==> src/pkg/mac_rx_defines.svh <==
// constants of the receive control and status block
`ifndef MAC_RX_DEFINES_SVH
`define MAC_RX_DEFINES_SVH

// ----------------------------------------------------------------------
// register byte addresses and reset values
// ----------------------------------------------------------------------
`define ADDR_RX_CONTROL     16'hA010
`define ADDR_RX_STATUS      16'hA014
`define ADDR_MGMT_DATA      16'hA018
`define RST_RX_CONTROL      32'h00000000
`define RST_RX_STATUS       32'h00000000
`define RST_MGMT_DATA       16'h0000

// ----------------------------------------------------------------------
// rx_control bit positions
// ----------------------------------------------------------------------
`define CTL_RX_ENABLE       0
`define CTL_HALT_REQUEST    1
`define CTL_LONG_ENABLE     2
`define CTL_SHORT_ENABLE    3
`define CTL_CRC_STRIP       4
`define CTL_CONTROL_PASS    5
`define CTL_CRC_IGNORE      6
`define CTL_PARITY_IRQ_EN   13
`define CTL_WRITE_MASK      32'h00006F7F

// ----------------------------------------------------------------------
// rx_status bit positions
// ----------------------------------------------------------------------
`define ST_CONTROL_FRAME    5
`define ST_RX_INTERRUPT     6
`define ST_TEN_MEG          7
`define ST_ALIGN_ERROR      8
`define ST_CRC_ERROR        9
`define ST_OVERFLOW         10
`define ST_LONG_ERROR       11
`define ST_RX_PARITY        13
`define ST_GOOD_FRAME       14
`define ST_RX_HALTED        15
`define ST_FRAME_MASK       32'h00004FE0
`define IRQ_MASK            32'h00006F00

// ----------------------------------------------------------------------
// frame constants
// ----------------------------------------------------------------------
`define MAX_FRAME_LEN       12'd1518
`define MIN_FRAME_LEN       12'd64
`define LEN_SATURATE        12'hFFF
`define TYPE_HI_INDEX       12'd12
`define TYPE_LO_INDEX       12'd13
`define CONTROL_TYPE        16'h8808
`define SFD_NIBBLE          4'hD
`define CRC_INIT            32'hFFFFFFFF
`define CRC_POLY            32'hEDB88320
`define CRC_RESIDUE         32'hDEBB20E3
`define FCS_BYTES           3'd4
`define STEP_MII            4'd4
`define STEP_SERIAL         4'd1

`endif

==> src/pkg/mac_rx_pkg.sv <==
// types of the receive control and status block
package mac_rx_pkg;

    // ------------------------------------------------------------------
    // receive sequencer states
    // ------------------------------------------------------------------
    typedef enum logic [5:0] {
        ST_OFF   = 6'b000001,
        ST_IDLE  = 6'b000010,
        ST_PRE   = 6'b000100,
        ST_DATA  = 6'b001000,
        ST_FLUSH = 6'b010000,
        ST_SKIP  = 6'b100000
    } rx_state_t;

endpackage

==> src/design/mac_receive_control_status.sv <==
// receive control, frame classification and status flags of an ethernet mac
// ----------------------------------------------------------------------
// ----------------------------------------------------------------------
//
// The APB slave port was decided locally.
`timescale 1ns/1ns
`default_nettype none
`include "mac_rx_defines.svh"

module mac_receive_control_status
    import mac_rx_pkg::*;
(
    // clock and reset
    input  wire logic        i_clock,
    input  wire logic        i_nrst,
    // apb slave
    input  wire logic        i_psel,
    input  wire logic        i_penable,
    input  wire logic        i_pwrite,
    input  wire logic [15:0] i_paddr,
    input  wire logic [31:0] i_pwdata,
    output logic      [31:0] o_prdata,
    output logic             o_pready,
    output logic             o_pslverr,
    // phy receive pins
    input  wire logic        i_rx_clk,
    input  wire logic        i_rx_dv,
    input  wire logic        i_rx_er,
    input  wire logic [3:0]  i_rxd,
    // mac context
    input  wire logic        i_seven_wire,
    input  wire logic        i_halt_immediate,
    input  wire logic        i_addr_match,
    // receive fifo side
    input  wire logic        i_fifo_full,
    input  wire logic        i_fifo_parity_err,
    output logic      [7:0]  o_rx_byte,
    output logic             o_rx_byte_valid,
    output logic             o_frame_done,
    output logic             o_frame_accept,
    // station management
    input  wire logic        i_mgmt_load,
    input  wire logic [15:0] i_mgmt_rdata,
    output logic      [15:0] o_mgmt_data,
    // interrupt
    output logic             o_rx_irq
);

    // ------------------------------------------------------------------
    // crc step over one to four bits, lsb first
    // ------------------------------------------------------------------
    function automatic logic [31:0] crc_step(input logic [31:0] crc,
                                             input logic [3:0]  bits,
                                             input logic [3:0]  n);
        logic [31:0] c;
        c = crc;
        for (int i = 0; i < 4; i++) begin
            if (4'(i) < n) begin
                c = (c[0] ^ bits[i]) ? ((c >> 1) ^ `CRC_POLY) : (c >> 1);
            end
        end
        return c;
    endfunction

    // ------------------------------------------------------------------
    // declarations
    // ------------------------------------------------------------------
    logic [31:0] rx_control;
    logic [31:0] rx_status;
    logic [15:0] mgmt_data;
    rx_state_t   state;
    rx_state_t   next_state;
    logic [6:0]  sync1;
    logic [6:0]  sync2;
    logic        clk_d;
    logic        en_d;
    logic        himm_d;
    logic        prev_bit;
    logic [7:0]  shifter;
    logic [2:0]  bit_cnt;
    logic [11:0] byte_cnt;
    logic [31:0] crc;
    logic [15:0] frame_type;
    logic        er_seen;
    logic        ovf_seen;
    logic        par_seen;
    logic [7:0]  dline [4];
    logic [2:0]  dl_cnt;

    // ------------------------------------------------------------------
    // pin synchroniser
    // ------------------------------------------------------------------
    always_ff @(posedge i_clock or negedge i_nrst) begin
        if (!i_nrst) begin
            sync1 <= 7'h00;
            sync2 <= 7'h00;
            clk_d <= 1'b0;
        end else begin
            sync1 <= {i_rx_clk, i_rx_dv, i_rx_er, i_rxd};
            sync2 <= sync1;
            clk_d <= sync2[6];
        end
    end

    wire        s_dv   = sync2[5];
    wire        s_er   = sync2[4];
    wire [3:0]  s_rxd  = sync2[3:0];
    wire        step   = sync2[6] & ~clk_d;
    wire [3:0]  n_bits = i_seven_wire ? `STEP_SERIAL : `STEP_MII;
    wire [3:0]  bit_sum = {1'b0, bit_cnt} + n_bits;
    wire        byte_done = (state == ST_DATA) && step && bit_sum[3];
    wire [7:0]  new_byte = i_seven_wire ? {s_rxd[0], shifter[7:1]}
                                        : {s_rxd, shifter[7:4]};

    // ------------------------------------------------------------------
    // apb decode
    // ------------------------------------------------------------------
    wire        sel_ctl  = (i_paddr == `ADDR_RX_CONTROL);
    wire        sel_st   = (i_paddr == `ADDR_RX_STATUS);
    wire        sel_md   = (i_paddr == `ADDR_MGMT_DATA);
    wire        mapped   = sel_ctl | sel_st | sel_md;
    wire        setup    = i_psel & ~i_penable;
    wire        wr_acc   = i_psel & i_penable & i_pwrite & mapped;
    wire [31:0] st_clear = (wr_acc && sel_st) ? (i_pwdata & `ST_FRAME_MASK)
                           | (i_pwdata & (32'h1 << `ST_RX_PARITY))
                           | (i_pwdata & (32'h1 << `ST_RX_HALTED)) : 32'h0;
    // reserved bits are masked on write, so they read back as zero
    wire [31:0] rd_mux   = sel_ctl ? rx_control :
                           sel_st  ? rx_status  :
                           sel_md  ? {16'h0000, mgmt_data} : 32'h0;

    assign o_pready  = 1'b1;
    assign o_pslverr = i_psel & i_penable & ~mapped;

    always_ff @(posedge i_clock or negedge i_nrst) begin
        if (!i_nrst) begin
            o_prdata <= 32'h0;
        end else if (setup && !i_pwrite) begin
            o_prdata <= rd_mux;
        end
    end

    // ------------------------------------------------------------------
    // control register
    // ------------------------------------------------------------------
    wire par_event = i_fifo_parity_err;
    wire par_stop  = par_event & rx_control[`CTL_PARITY_IRQ_EN];

    always_ff @(posedge i_clock or negedge i_nrst) begin
        if (!i_nrst) begin
            rx_control <= `RST_RX_CONTROL;
        end else begin
            if (wr_acc && sel_ctl) begin
                rx_control <= i_pwdata & `CTL_WRITE_MASK;
            end
            if (par_stop) begin
                rx_control[`CTL_RX_ENABLE] <= 1'b0;
            end
        end
    end

    // ------------------------------------------------------------------
    // management data register
    // ------------------------------------------------------------------
    always_ff @(posedge i_clock or negedge i_nrst) begin
        if (!i_nrst) begin
            mgmt_data <= `RST_MGMT_DATA;
        end else if (i_mgmt_load) begin
            mgmt_data <= i_mgmt_rdata;
        end else if (wr_acc && sel_md) begin
            mgmt_data <= i_pwdata[15:0];
        end
    end

    assign o_mgmt_data = mgmt_data;

    // ------------------------------------------------------------------
    // receive sequencer
    // ------------------------------------------------------------------
    wire active   = rx_control[`CTL_RX_ENABLE] & ~i_halt_immediate;
    wire halt_req = rx_control[`CTL_HALT_REQUEST];
    wire sfd_hit  = step && (i_seven_wire ? (prev_bit & s_rxd[0])
                                          : (s_rxd == `SFD_NIBBLE));
    wire finalize = active && (state == ST_FLUSH) &&
                    (rx_control[`CTL_CRC_STRIP] || dl_cnt == 3'd0);

    always_comb begin
        next_state = state;
        case (state)
            ST_OFF: begin
                if (active && !halt_req) begin
                    next_state = s_dv ? ST_SKIP : ST_IDLE;
                end
            end
            ST_IDLE: begin
                if (halt_req) begin
                    next_state = ST_OFF;
                end else if (s_dv) begin
                    next_state = ST_PRE;
                end
            end
            ST_PRE: begin
                if (!s_dv) begin
                    next_state = ST_IDLE;
                end else if (sfd_hit) begin
                    next_state = ST_DATA;
                end
            end
            ST_DATA: begin
                if (!s_dv) begin
                    next_state = ST_FLUSH;
                end
            end
            ST_FLUSH: begin
                if (finalize) begin
                    next_state = ST_IDLE;
                end
            end
            ST_SKIP: begin
                if (!s_dv) begin
                    next_state = ST_IDLE;
                end
            end
            default: next_state = ST_OFF;
        endcase
        if (!active) begin
            next_state = ST_OFF;
        end
    end

    always_ff @(posedge i_clock or negedge i_nrst) begin
        if (!i_nrst) begin
            state <= ST_OFF;
        end else begin
            state <= next_state;
        end
    end

    // ------------------------------------------------------------------
    // bit and byte assembly, crc, type capture
    // ------------------------------------------------------------------
    always_ff @(posedge i_clock or negedge i_nrst) begin
        if (!i_nrst) begin
            prev_bit   <= 1'b0;
            shifter    <= 8'h00;
            bit_cnt    <= 3'd0;
            byte_cnt   <= 12'd0;
            crc        <= `CRC_INIT;
            frame_type <= 16'h0000;
            er_seen    <= 1'b0;
        end else if (state == ST_PRE) begin
            // counters restart so the preamble and delimiter never count
            if (step) begin
                prev_bit <= s_rxd[0];
            end
            shifter  <= 8'h00;
            bit_cnt  <= 3'd0;
            byte_cnt <= 12'd0;
            crc      <= `CRC_INIT;
            er_seen  <= 1'b0;
        end else if (state == ST_DATA && step) begin
            shifter <= new_byte;
            prev_bit <= 1'b0;
            bit_cnt <= bit_sum[2:0];
            crc     <= crc_step(crc, s_rxd, n_bits);
            if (s_er) begin
                er_seen <= 1'b1;
            end
            if (bit_sum[3] && byte_cnt != `LEN_SATURATE) begin
                byte_cnt <= byte_cnt + 12'd1;
            end
            if (bit_sum[3] && byte_cnt == `TYPE_HI_INDEX) begin
                frame_type[15:8] <= new_byte;
            end
            if (bit_sum[3] && byte_cnt == `TYPE_LO_INDEX) begin
                frame_type[7:0] <= new_byte;
            end
        end
    end

    // ------------------------------------------------------------------
    // four byte delay line holds back the fcs for stripping
    // ------------------------------------------------------------------
    wire emit_run   = byte_done && dl_cnt == `FCS_BYTES;
    wire emit_flush = (state == ST_FLUSH) && !rx_control[`CTL_CRC_STRIP]
                      && dl_cnt != 3'd0;
    wire emit       = emit_run | emit_flush;

    always_ff @(posedge i_clock or negedge i_nrst) begin
        if (!i_nrst) begin
            dl_cnt <= 3'd0;
            for (int i = 0; i < 4; i++) begin
                dline[i] <= 8'h00;
            end
        end else if (state == ST_PRE || state == ST_OFF) begin
            dl_cnt <= 3'd0;
        end else if (emit_run) begin
            dline[0] <= dline[1];
            dline[1] <= dline[2];
            dline[2] <= dline[3];
            dline[3] <= new_byte;
        end else if (byte_done) begin
            dline[dl_cnt[1:0]] <= new_byte;
            dl_cnt             <= dl_cnt + 3'd1;
        end else if (emit_flush) begin
            dline[0] <= dline[1];
            dline[1] <= dline[2];
            dline[2] <= dline[3];
            dl_cnt   <= dl_cnt - 3'd1;
        end else if (finalize) begin
            dl_cnt <= 3'd0;
        end
    end

    always_ff @(posedge i_clock or negedge i_nrst) begin
        if (!i_nrst) begin
            o_rx_byte       <= 8'h00;
            o_rx_byte_valid <= 1'b0;
            ovf_seen        <= 1'b0;
        end else begin
            o_rx_byte_valid <= emit & ~i_fifo_full;
            if (emit) begin
                o_rx_byte <= dline[0];
            end
            if (state == ST_PRE) begin
                ovf_seen <= 1'b0;
            end else if (emit && i_fifo_full) begin
                ovf_seen <= 1'b1;
            end
        end
    end

    // ------------------------------------------------------------------
    // frame classification
    // ------------------------------------------------------------------
    wire crc_bad   = !rx_control[`CTL_CRC_IGNORE] && crc != `CRC_RESIDUE;
    wire align_err = (bit_cnt != 3'd0) && crc_bad;
    wire crc_err   = crc_bad | er_seen;
    wire too_long  = byte_cnt > `MAX_FRAME_LEN;
    wire long_err  = too_long && !rx_control[`CTL_LONG_ENABLE];
    wire short_rej = byte_cnt < `MIN_FRAME_LEN
                     && !rx_control[`CTL_SHORT_ENABLE];
    wire is_ctl    = frame_type == `CONTROL_TYPE && i_addr_match
                     && byte_cnt == `MIN_FRAME_LEN;
    wire good      = !(align_err | crc_err | ovf_seen | long_err | par_seen
                       | short_rej);
    wire accept    = good && (!is_ctl || rx_control[`CTL_CONTROL_PASS]);

    always_ff @(posedge i_clock or negedge i_nrst) begin
        if (!i_nrst) begin
            par_seen <= 1'b0;
        end else if (state == ST_PRE) begin
            par_seen <= 1'b0;
        end else if (par_event) begin
            par_seen <= 1'b1;
        end
    end

    always_ff @(posedge i_clock or negedge i_nrst) begin
        if (!i_nrst) begin
            o_frame_done   <= 1'b0;
            o_frame_accept <= 1'b0;
        end else begin
            o_frame_done   <= finalize;
            o_frame_accept <= finalize & accept;
        end
    end

    // ------------------------------------------------------------------
    // status flags
    // ------------------------------------------------------------------
    logic [31:0] frame_ev;
    logic [31:0] ev;

    always_comb begin
        frame_ev = 32'h0;
        frame_ev[`ST_CONTROL_FRAME] = is_ctl;
        frame_ev[`ST_TEN_MEG]       = i_seven_wire;
        frame_ev[`ST_ALIGN_ERROR]   = align_err;
        frame_ev[`ST_CRC_ERROR]     = crc_err;
        frame_ev[`ST_OVERFLOW]      = ovf_seen;
        frame_ev[`ST_LONG_ERROR]    = long_err;
        frame_ev[`ST_GOOD_FRAME]    = good;
        frame_ev[`ST_RX_INTERRUPT]  = |(frame_ev & rx_control & `IRQ_MASK);
        if (!finalize) begin
            frame_ev = 32'h0;
        end
        ev = frame_ev;
        ev[`ST_RX_PARITY] = par_event;
        ev[`ST_RX_HALTED] = (en_d & ~rx_control[`CTL_RX_ENABLE])
                            | (i_halt_immediate & ~himm_d);
    end

    always_ff @(posedge i_clock or negedge i_nrst) begin
        if (!i_nrst) begin
            rx_status <= `RST_RX_STATUS;
            en_d      <= 1'b0;
            himm_d    <= 1'b0;
        end else begin
            en_d   <= rx_control[`CTL_RX_ENABLE];
            himm_d <= i_halt_immediate;
            // a new frame replaces the frame flags; a set beats a clear
            rx_status <= (rx_status & ~st_clear
                          & ~(finalize ? `ST_FRAME_MASK : 32'h0)) | ev;
        end
    end

    assign o_rx_irq = |(rx_status & rx_control & `IRQ_MASK);

endmodule // mac_receive_control_status
`default_nettype wire

==> config.mk <==
export PLATFORM = sky130hd
export DESIGN_NAME = mac_receive_control_status
export DESIGN_NICKNAME = d
export VERILOG_FILES = /design/src/pkg/mac_rx_pkg.sv /design/src/design/mac_receive_control_status.sv
export VERILOG_INCLUDE_DIRS = /design/src /design/src/pkg
export SDC_FILE = /design/constraint.sdc
export NUM_CORES = 1
export LEC_CHECK = 0
export BUFFER_PORTS_ARGS = -buffer_cell sky130_fd_sc_hd__buf_2
export CELL_PAD_IN_SITES_DETAIL_PLACEMENT = 1
export CELL_PAD_IN_SITES_GLOBAL_PLACEMENT = 2
export CORE_MARGIN = 1.5
export CORE_UTILIZATION = 37
export CTS_BUF_LIST = sky130_fd_sc_hd__clkbuf_8 sky130_fd_sc_hd__clkbuf_16
export DETAILED_ROUTE_END_ITERATION = 7
export PLACE_DENSITY = 0.83
export SLEW_MARGIN = 10
export SYNTH_ARGS = -nofsm -noshare
export SYNTH_HDL_FRONTEND = slang
export SYNTH_SLANG_ARGS = --single-unit
==> constraint.sdc <==
create_clock -name i_clock -period 2.6 [get_ports i_clock]
set_input_delay 0.13 -clock i_clock [delete_from_list [all_inputs] [get_ports i_clock]]
set_output_delay 0.13 -clock i_clock [all_outputs]
set_load 0.005 [all_outputs]
==> impl_results.md, run 1 <==
- Part of the cycle the worst path needs: 0.923
- TritonCTS clock tree: done
- Residual DRC: 0
- CTS Root Cell: clkbuf_16
- Largest area contributor in the netlist: dfrtp_1
- Post-synth EDFFs: 0
- Critical path origin: dl_cnt[0]$_DFFE_PN0P_
- Num rows: between 50 and 60
- Flops & latches, synth: just under 200
- Run status: complete, no violations
- CTS clk-pin slew, worst paths: roughly 0.080 ns
- Final Routed Wirelength: 26600 um
- Hold Vio Cnt, Final: 0
- CP Data Arrival Time: between 2 and 3 ns
- CTS Buffer Depth: 2
- Post-Synthesis Cell Area: just under 10000 um2
- Gr usage total: 0.201
- Min-delay src: i_pwdata[7]
- Max cap viols: 0
- Grt ovf: 0
- Yosys warning count: 0
- Top cells by count, synth: dfrtp_1 (165), nand2_1 (92), nor2_1 (87), a21oi_1 (68), o21ai_0 (62)
- Max Fanout on Critical Path: 5
- Hold EP: rx_status[7]$_DFF_PN0_
- Cells after DPL: 1355
- First-pass GRT wire length: ~43000 um
- Clock network power share: 0.424
- Initial Util: 0.376
- Pwr dens: approximately 530 nW/um2
- Reg2reg end: dl_cnt[2]$_DFFE_PN0P_
- Power Total: roughly 6200 uW
- Net Sw Power: 1530 uW
- Max Slew Vio Count: 0
- Crit path kind: reg2reg
- # IOs: ~140
- Layout cells sized above 1: 0.263
- P_int: about 4700 uW
- Clk sink count: 198
- Combinational share of power: 0.069
- Final Setup Violations: 0
- H-tree Lvls: 4
- Final non-filler cell total: 1428
- Worst Path Required: 2.95 ns
- I/O Buffers: 110
- Post-CTS setup buffer count: 0
- Crit end category: register
- Worst hold path depth: 4
- Register share of total power: 0.507
- Peak VDD IR: between 300 and 400 uV
- Critical Path Start Type: register
- Cells after Synth: ~920
- Static Leakage: around 0.0055 uW
- Filler cell count: between 2000 and 3000
- Drt first pass iters: 4
- Area growth syn-to-layout: 20.4%
- DIE WIDTH: about 170 um
- Initial antenna violation count: 0
- Top-count cell post-synth: dfrtp_1
- Synth Area per Inst: about 11 um2
- Part of the Yosys area used for sequential elements: 0.512
- Die Y: roughly 170 um
- Rel. slew slack: 0.428
- Reg2Reg Launch Point: dl_cnt[0]$_DFFE_PN0P_
- Register area: 5000 um2
- Final GP Congestion: 0.754
- Ys async rst share: 1.00
- R2r worst-path depth: 8
- Setup_tns: 0 ns
- Switching share of power: 0.247
- R2R Setup Slk: 0.20 ns
- Vias: between 7000 and 8000
- Area occupied by multi-input gates: approximately 4500 um2
- Core ar.: 26000 um2
- Via-to-Cell Ratio: around 5.3
- Vias in the first global route: 7915
- Share of the synthesized area in the top cell type: 0.423
- Post-synth cell types: 74
- DP HPWL: between 15000 and 20000 um
- Ant. Diodes: 0
- Die ar.: roughly 27000 um2
- Clock skew: about 0.014 ns
- Largest net degree at the start of global routing: between 80 and 90
- Final #Nets: about 1200
- RSZ-0062 raised after global routing: no
- Synth Flop Type: dfrtp_1
- Fmax: 417 MHz
- Top cells by area, synth: dfrtp_1 (42%), dfstp_2 (8.9%), mux2_2 (6.7%)
- DRT iter0 DRCs: ~340
- Hold crit path type: in2reg
- Slew @ Worst Pin: approximately 0.85 ns
- Fin crit period: between 2 and 2.5 ns
- Num CTS Buffers: 17
- Wire per inst: roughly 19 um
- Clock Latency Late Sink: approximately 0.43 ns
- Post-route ant nets: 0
==> per-stage QoR <==
stage	setup slack (ns)	instance area (um2)	hold WS [ns]	util
detailed placement	0.120	10800	0.240	0.414
global route	0.00359	11800	0.0442	0.452
finish	0.200	11800	0.0119	0.452
global placement	0.192	10800	0.238	0.414
floorplan	0.363	9820	-0.166	-
CTS	0.120	11800	0.00446	0.452
==> per-layer routing <==
metal | vias to the layer above | wire, um | global-route usage | share of wire
met4 | 0 | 256 | 0.0430 | 0.0096
met5 | - | 0 | 0 | 0
met1 | 3795 | 12500 | 0.273 | 0.47
li1 | 3560 | - | - | -
met2 | 144 | 12800 | 0.339 | 0.48
met3 | 19 | 989 | 0.0300 | 0.037
==> worst max-delay path, cell delays in order, from the launching register on <==
cell and delay [ns]:
dfrtp_1 0.41, inv_1 0.15, ha_1 0.22, nor2b_1 0.26
nand4bb_1 0.32, nand2_1 0.20, o32ai_1 0.52, o21ai_0 0.16
o21ai_0 0.09
==> power by group through the flow <==
stage	sequential, uW	clock (uW)	combinational, uW
after floorplan	3200	0	186
final	3150	2640	428
after global placement	3210	0	375
after CTS	3150	2710	434
after detailed placement	3210	0	381
after global routing	3150	2810	479
==> cells in the final DEF (no fill, tap or decap), types with 9 or more instances in the layout <==
cell           count
xor2_1            32
conb_1            17
dfrtp_1          165
clkbuf_16         17
mux2_2            58
nor2_1            86
dlygate4sd3_1     41
inv_1             14
ha_1              12
buf_4             28
nand2_1           92
a21oi_1           68
buf_2            109
xnor2_1           20
dfstp_2           33
o21ai_0           62
a22o_1             9
o22ai_1           20
nand3_1           18
a22oi_1           18
mux2i_1           28
==> layout make-up <==
cell class                 count  share of cell area
clock buffer                  18              0.0374
inverter                      14             0.00447
sequential                   198               0.425
tap                          335              0.0356
multi-input combinational    668               0.382
clock inverter                14              0.0117
timing repair buffer         181               0.104
==> registers in the layout, indices dropped and copies added, names as in the netlist, 3 cells and up <==
| signal | count |
|---|---|
| crc | 32 |
| sync1 | 7 |
| o_prdata | 16 |
| rx_status | 10 |
| bit_cnt | 3 |
| frame_type | 16 |
| o_rx_byte | 8 |
| state | 6 |
| rx_control | 13 |
| shifter | 7 |
| byte_cnt | 12 |
| o_mgmt_data | 16 |
| sync2 | 7 |
| dl_cnt | 3 |
| dline | 32 |
==> how the worst max path moves through the flow <==
stage	end	slack (ns)	depth (start not counted)
2_1_floorplan	o_rx_byte[0]$_DFFE_PN0N_	0.36	9
3_3_place_gp	o_frame_accept$_DFF_PN0_	0.19	7
3_5_place_dp	frame_type[13]$_DFFE_PN0P_	0.12	5
4_1_cts	frame_type[8]$_DFFE_PN0P_	0.12	5
5_1_grt	o_frame_accept$_DFF_PN0_	0.004	7
6_report	dl_cnt[2]$_DFFE_PN0P_	0.20	8
==> timing repair <==
action / 4_1_cts / 5_1_grt
hold buffers: 41 / 0
setup endpoints to repair: 0 / 16
gates resized for setup: 0 / 1
hold endpoints to repair: 120 / 0
==> cell families (layout without fill, tap and decap cells) <==
kind of cell / after synthesis / count (layout) / synth area share
and+or+nand+nor: 278 / 278 / 0.144
AOI/OAI and AO/OA: 213 / 213 / 0.130
DFF: 198 / 198 / 0.512
muxes: 86 / 86 / 0.0956
buffers and inverters: 66 / 227 / 0.0347
xor gates and xnor gates: 62 / 62 / 0.0673
adders and majority gates: 12 / 12 / 0.0154
other: 2 / 17 / 0.000769
Power figures use the tool's default switching activity.
==> run 2: changes to the inputs <==
RECOVER_POWER = 50   (was unset)
==> run 2 against run 1 <==
The flow now finishes with violations (max-capacitance violations, max-slew violations). Clock skew down 0.0016 ns. Register-to-register slack worse by 0.02 ns. Via count about the same. Power down 0.19%. Final cell count unchanged. Clock power about the same. Non-clock buffer count unchanged. Die area unchanged. Count of clock-buffer cells in the layout unchanged. First-iteration DRC count down 17%. Core utilization down 0.20 points. Critical path depth down 1. Largest cell class unchanged. Largest power group unchanged.
==> impl_results.md, run 2 (same netlist as run 1, synthesis figures left out) <==
- Num CTS Buffers: 17 (unchanged)
- # IOs: 144 (unchanged)
- Initial antenna violation count: 0 (unchanged)
- CP delay by family, top: simple AND/OR/NAND/NOR gates
- Vias in the first global route: 7915 (unchanged)
- I/O Buffers: 110 (unchanged)
- Max Slew Vio Count: 88 (+88)
- Layout cells sized above 1: 0.235 (-0.0274)
- RSZ-0062 raised after global routing: no
- Die ar.: 27400 um2 (unchanged)
- Crit end category: register
- CTS Root Cell: clkbuf_16
- Clk sink count: 198 (unchanged)
- Post-CTS setup buffer count: 0 (unchanged)
- Fin crit period: 2.42 ns (+0.0153 ns)
- Via-to-Cell Ratio: 5.26 (about the same)
- Filler cell count: 2931 (+0.51%)
- Max Fanout on Critical Path: 5 (unchanged)
- Part of the cycle the worst path needs: 0.929 (+0.00587)
- Core ar.: 26000 um2 (unchanged)
- Clock skew: 0.0123 ns (-0.00155 ns)
- Setup_tns: 0 ns (unchanged)
- DRT iter0 DRCs: 282 (-17%)
- Worst Path Required: 2.97 ns (+0.02 ns)
- DIE WIDTH: 165 um (unchanged)
- CP Data Arrival Time: 2.79 ns (+0.04 ns)
- Critical Path Start Type: register
- Wire per inst: 18.6 um (about the same)
- Hold crit path type: in2reg
- Crit path kind: reg2reg
- CTS Buffer Depth: 2 (unchanged)
- Failing checks: max-capacitance violations, max-slew violations
- Most frequent cells in the layout: dfrtp_1 (165), nand2_1 (92), nor2_1 (86)
- Largest registers: crc: 32 flops, dline: 32 flops
- Final GP Congestion: 0.754 (unchanged)
- Post-route ant nets: 0 (unchanged)
- Buf+Inv Stages, Crit Path: 1 (unchanged)
- Grt ovf: 0 (unchanged)
- Crit path cell chain: inv_1 > ha_1 > nor2b_1 > o2111ai_1 > or4_1 > nor4_2 > o41a_1
- Final Setup Violations: 0 (unchanged)
- TritonCTS clock tree: done
- Clock Latency Late Sink: 0.43 ns (about the same)
- Initial Util: 0.376 (unchanged)
- Fmax: 414 MHz (-0.63%)
- Final Routed Wirelength: 26600 um (about the same)
- CTS clk-pin slew, worst paths: 0.08 ns (about the same)
- Final #Nets: 1174 (unchanged)
- Num rows: 59 (unchanged)
- Pwr dens: 530 nW/um2 (+0.25%)
- Drt first pass iters: 4 (unchanged)
- H-tree Lvls: 4 (unchanged)
- Worst path max stage delay: 0.55 ns (+0.03 ns)
- Slew @ Worst Pin: 2.07 ns (+1.21 ns)
- Peak VDD IR: 327 uV (about the same)
- Area growth syn-to-layout: 19.9%
- Commonest non-fill, non-tap cell in the layout: dfrtp_1
- Largest net degree at the start of global routing: 89 (unchanged)
- Max cap viols: 1 (+1)
- Static Leakage: 0.00538 uW (-2.2%)
- Die Y: 165 um (unchanged)
- Slowest-stage cell, CP: or4_1
- Residual DRC: 0 (unchanged)
- Run status: complete, but fails checks
- Rel. slew slack: -0.379 (-0.806)
- Hold Vio Cnt, Final: 0 (unchanged)
- Gr usage total: 0.201 (unchanged)
- Power Total: 6200 uW (-0.19%)
- DP HPWL: 18700 um (unchanged)
- Vias: 7516 (-0.027%)
- First-pass GRT wire length: 42600 um (unchanged)
- Ant. Diodes: 0 (unchanged)
==> run 2: cell count changes in the layout (fill, tap and decap cells not counted), sizes merged <==
cell / change
buf: -31
clkbuf: +31
==> run 2: path summary, 6_finish.rpt <==
check                      slack [ns]  cells after the start             startpoint                          to
max in group asynchronous        0.41                      3                 i_nrst   frame_type[3]$_DFFE_PN0P_
min in group asynchronous        0.83                      2                 i_nrst  o_mgmt_data[6]$_DFFE_PN0P_
min                              0.01                      4            i_pwdata[7]      rx_status[7]$_DFF_PN0_
max reg2reg                      0.18                      7  dl_cnt[0]$_DFFE_PN0P_    o_frame_accept$_DFF_PN0_
max                              0.18                      7  dl_cnt[0]$_DFFE_PN0P_    o_frame_accept$_DFF_PN0_
min reg2reg                      0.35                      0     sync1[6]$_DFF_PN0_          sync2[6]$_DFF_PN0_
==> run 2: stage by stage <==
step | instance area (um2) | setup slack (ns) | util | instances | hold WS [ns]
global placement | 10800 | 0.192 | 0.414 | 1355 | 0.238
detailed placement | 10800 | 0.120 | 0.414 | 1355 | 0.240
finish | 11700 | 0.185 | 0.451 | 1428 | 0.0129
CTS | 11800 | 0.120 | 0.452 | 1428 | 0.00446
global route | 11700 | 0.00359 | 0.451 | 1428 | 0.0442
floorplan | 9820 | 0.363 | - | 932 | -0.166
==> run 2: layout make-up <==
cell class | count | area, um2 | area share
Clock inverter | 14 | 138 | 0.0118
Tap cell | 335 | 419 | 0.0358
Inverter | 14 | 52.6 | 0.00449
Multi-Input combinational cell | 668 | 4490 | 0.384
Clock buffer | 18 | 439 | 0.0375
Sequential cell | 198 | 5000 | 0.427
Timing Repair Buffer | 181 | 1170 | 0.0998
==> run 2: repair_timing <==
item | in CTS | in global routing
hold buffers | 41 | 0
setup endpoints to repair | 0 | 16
endpoints found under the hold margin | 120 | 0
resized for setup | 0 | 1
==> run 2: metal layers <==
metal	vias up	part of all wire	track usage
met4	0	0.0092	0.0430
met5	-	0	0
li1	3566	-	-
met2	143	0.48	0.339
met3	16	0.035	0.0300
met1	3791	0.47	0.273
==> run 2: power by group <==
part           leakage, uW  switching (uW)  internal (uW)
registers          0.00255            33.0           3120
logic              0.00254             240            182
clock network     0.000284            1250           1380
total              0.00538            1530           4670
==> run 2: worst reg2reg max path, stage by stage (launching register included) <==
cell and delay [ns]:
dfrtp_1 0.41, inv_1 0.15, ha_1 0.22, nor2b_1 0.27, o2111ai_1 0.17, or4_1 0.55
nor4_2 0.38, o41a_1 0.22
==> run 3: changes to the inputs <==
BUFFER_PORTS_ARGS = unset   (was -buffer_cell sky130_fd_sc_hd__buf_2)
CORE_UTILIZATION = 41   (was 37)
DONT_BUFFER_PORTS = 1   (was unset)
PLACE_DENSITY = 0.82   (was 0.83)
==> run 3 against run 2 <==
The flow finishes with violations (negative hold slack). Cell area is 3.4% lower. Power is 2.4% lower. Critical path depth is 2 higher. First-iteration DRC count is 7.4% higher. Final cell count is 7.8% lower. Via count is 3.4% lower. Global-route usage is 2.2 points higher. Flip-flop and latch count stayed put. Largest cell class unchanged.
==> impl_results.md, run 3 (same netlist as run 1, synthesis figures left out) <==
- Area growth syn-to-layout: 15.8%
- Wire per inst: 20.0 um (+7.3%)
- Layout cells sized above 1: 0.173 (-0.0618)
- Static Leakage: 0.00508 uW (-5.6%)
- H-tree Lvls: 4 (unchanged)
- Crit end category: register
- Pwr dens: 535 nW/um2 (+1.0%)
- Post-route ant nets: 0 (unchanged)
- Num CTS Buffers: 17 (unchanged)
- Post-CTS setup buffer count: 0 (unchanged)
- Peak VDD IR: 339 uV (+3.6%)
- Max Fanout on Critical Path: 12 (+7)
- DRT iter0 DRCs: 303 (+7.4%)
- Hold crit path type: in2async
- Slew @ Worst Pin: 1.09 ns (-0.979 ns)
- CTS Buffer Depth: 2 (unchanged)
- CTS Root Cell: clkbuf_16
- Critical Path Start Type: register
- Final Routed Wirelength: 26300 um (-1.1%)
- Ant. Diodes: 0 (unchanged)
- Finished Cell Area: 11300 um2 (-3.4%)
- Gr usage total: 0.223 (+0.0221)
- Failing checks: negative hold slack
- Crit path kind: reg2reg
- R2r worst-path depth: 9 (+2)
- Via-to-Cell Ratio: 5.51 (+4.7%)
- # IOs: 144 (unchanged)
- Die ar.: 24700 um2 (-9.6%)
- Most frequent cells in the layout: dfrtp_1 (165), nand2_1 (92), nor2_1 (86)
- Placed Area: 10100 um2 (-5.8%)
- Final GP Congestion: 0.800 (+6.0%)
- Initial Util: 0.417 (+0.0415)
- Hold Vio Cnt, Final: 198 (+198)
- Final #Nets: 1079 (-8.1%)
- Clk sink count: 198 (unchanged)
- Initial antenna violation count: 0 (unchanged)
- RSZ-0062 raised after global routing: no
- CTS clk-pin slew, worst paths: 0.08 ns (about the same)
- Max Slew Vio Count: 0 (-100%)
- Num rows: 56 (-5.1%)
- First-pass GRT wire length: 42900 um (+0.55%)
- Setup_tns: 0 ns (unchanged)
- Commonest non-fill, non-tap cell in the layout: dfrtp_1
- Grt ovf: 0 (unchanged)
- Largest net degree at the start of global routing: 199 (+120%)
- Die Y: 157 um (-4.9%)
- Vias: 7261 (-3.4%)
- Worst Path Required: 2.94 ns (-0.03 ns)
- Power Total: 6050 uW (-2.4%)
- Residual DRC: 0 (unchanged)
- TritonCTS clock tree: done
- DP HPWL: 17500 um (-6.6%)
- Clock Latency Late Sink: 0.44 ns (about the same)
- Clock skew: 0.0165 ns (+0.00419 ns)
- Pre-CTS setup slack: 0.183 ns (+0.0632 ns)
- Run status: complete, but fails checks
- Core ar.: 23400 um2 (-9.9%)
- Max cap viols: 0 (-1)
- Worst hold slack: -0.620 ns (-0.633 ns)
- Part of the cycle the worst path needs: 0.904 (-0.0253)
- Fmax: 426 MHz (+2.8%)
- Fin crit period: 2.35 ns (-0.0657 ns)
- Largest registers: crc: 32 flops, dline: 32 flops
- Final Setup Violations: 0 (unchanged)
- I/O Buffers: 0 (-100%)
- Worst setup margin: 0.250 ns (+0.0657 ns)
- CP Data Arrival Time: 2.69 ns (-0.10 ns)
- DIE WIDTH: 157 um (-4.9%)
- Vias in the first global route: 7924 (+0.11%)
- Drt first pass iters: 4 (unchanged)
- Rel. slew slack: 0.272 (+0.651)
- Hold bufs inserted after CTS: 59 (+44%)
## run 3: final timing paths
kind	slack (ns)	end	startpoint
min in group i_clock	0.01	crc[24]$_DFFE_PN1P_	i_seven_wire
max reg2reg	0.25	dl_cnt[2]$_DFFE_PN0P_	dl_cnt[0]$_DFFE_PN0P_
min	-0.62	o_mgmt_data[12]$_DFFE_PN0P_	i_nrst
min reg2reg	0.35	sync2[4]$_DFF_PN0_	sync1[4]$_DFF_PN0_
max in group asynchronous	2.82	crc[26]$_DFFE_PN1P_	i_nrst
max	0.25	dl_cnt[2]$_DFFE_PN0P_	dl_cnt[0]$_DFFE_PN0P_
## run 3: area by class of cell
cell class / instances / area (um2)
Clock buffer: 18 / 439
Clock inverter: 14 / 126
Sequential cell: 198 / 5000
Inverter: 14 / 52.6
Fill cell: 2588 / 12100
Timing Repair Buffer: 86 / 796
Multi-Input combinational cell: 668 / 4500
Tap cell: 319 / 399
## run 3: per-layer routing
layer / vias to the layer above / part of all wire / track usage
met5: - / 0 / 0
met4: 0 / 0.014 / 0.0571
met3: 31 / 0.040 / 0.0419
met2: 147 / 0.49 / 0.377
met1: 3712 / 0.46 / 0.294
li1: 3371 / - / -
## run 3: per-stage QoR
stage | util | cells | hold slack, ns
after CTS | 0.483 | 1317 | -0.639
after floorplan | - | 932 | -0.166
final | 0.483 | 1317 | -0.620
after detailed placement | 0.433 | 1226 | -0.159
after global placement | 0.433 | 1226 | -0.160
after global routing | 0.483 | 1317 | -0.646
## run 3: report_power, final
| group | switching [uW] | internal, uW |
|---|---|---|
| combinational | 148 | 156 |
| sequential | 40.1 | 3120 |
| clock | 1240 | 1360 |
| total | 1420 | 4630 |
## run 3: critical path, cell delays in order, from the launching register on
cell and delay [ns]:
dfrtp_1 0.40, inv_1 0.12, ha_1 0.24, nor2b_1 0.16
o2111ai_1 0.25, buf_4 0.25, inv_1 0.17, o32ai_2 0.41
o21ai_0 0.14, o21ai_0 0.11
## run 3: what timing repair did
action / in CTS / in global routing
resized for setup: 0 / 3
setup endpoints to repair: 0 / 41
endpoints found under the hold margin: 268 / 198
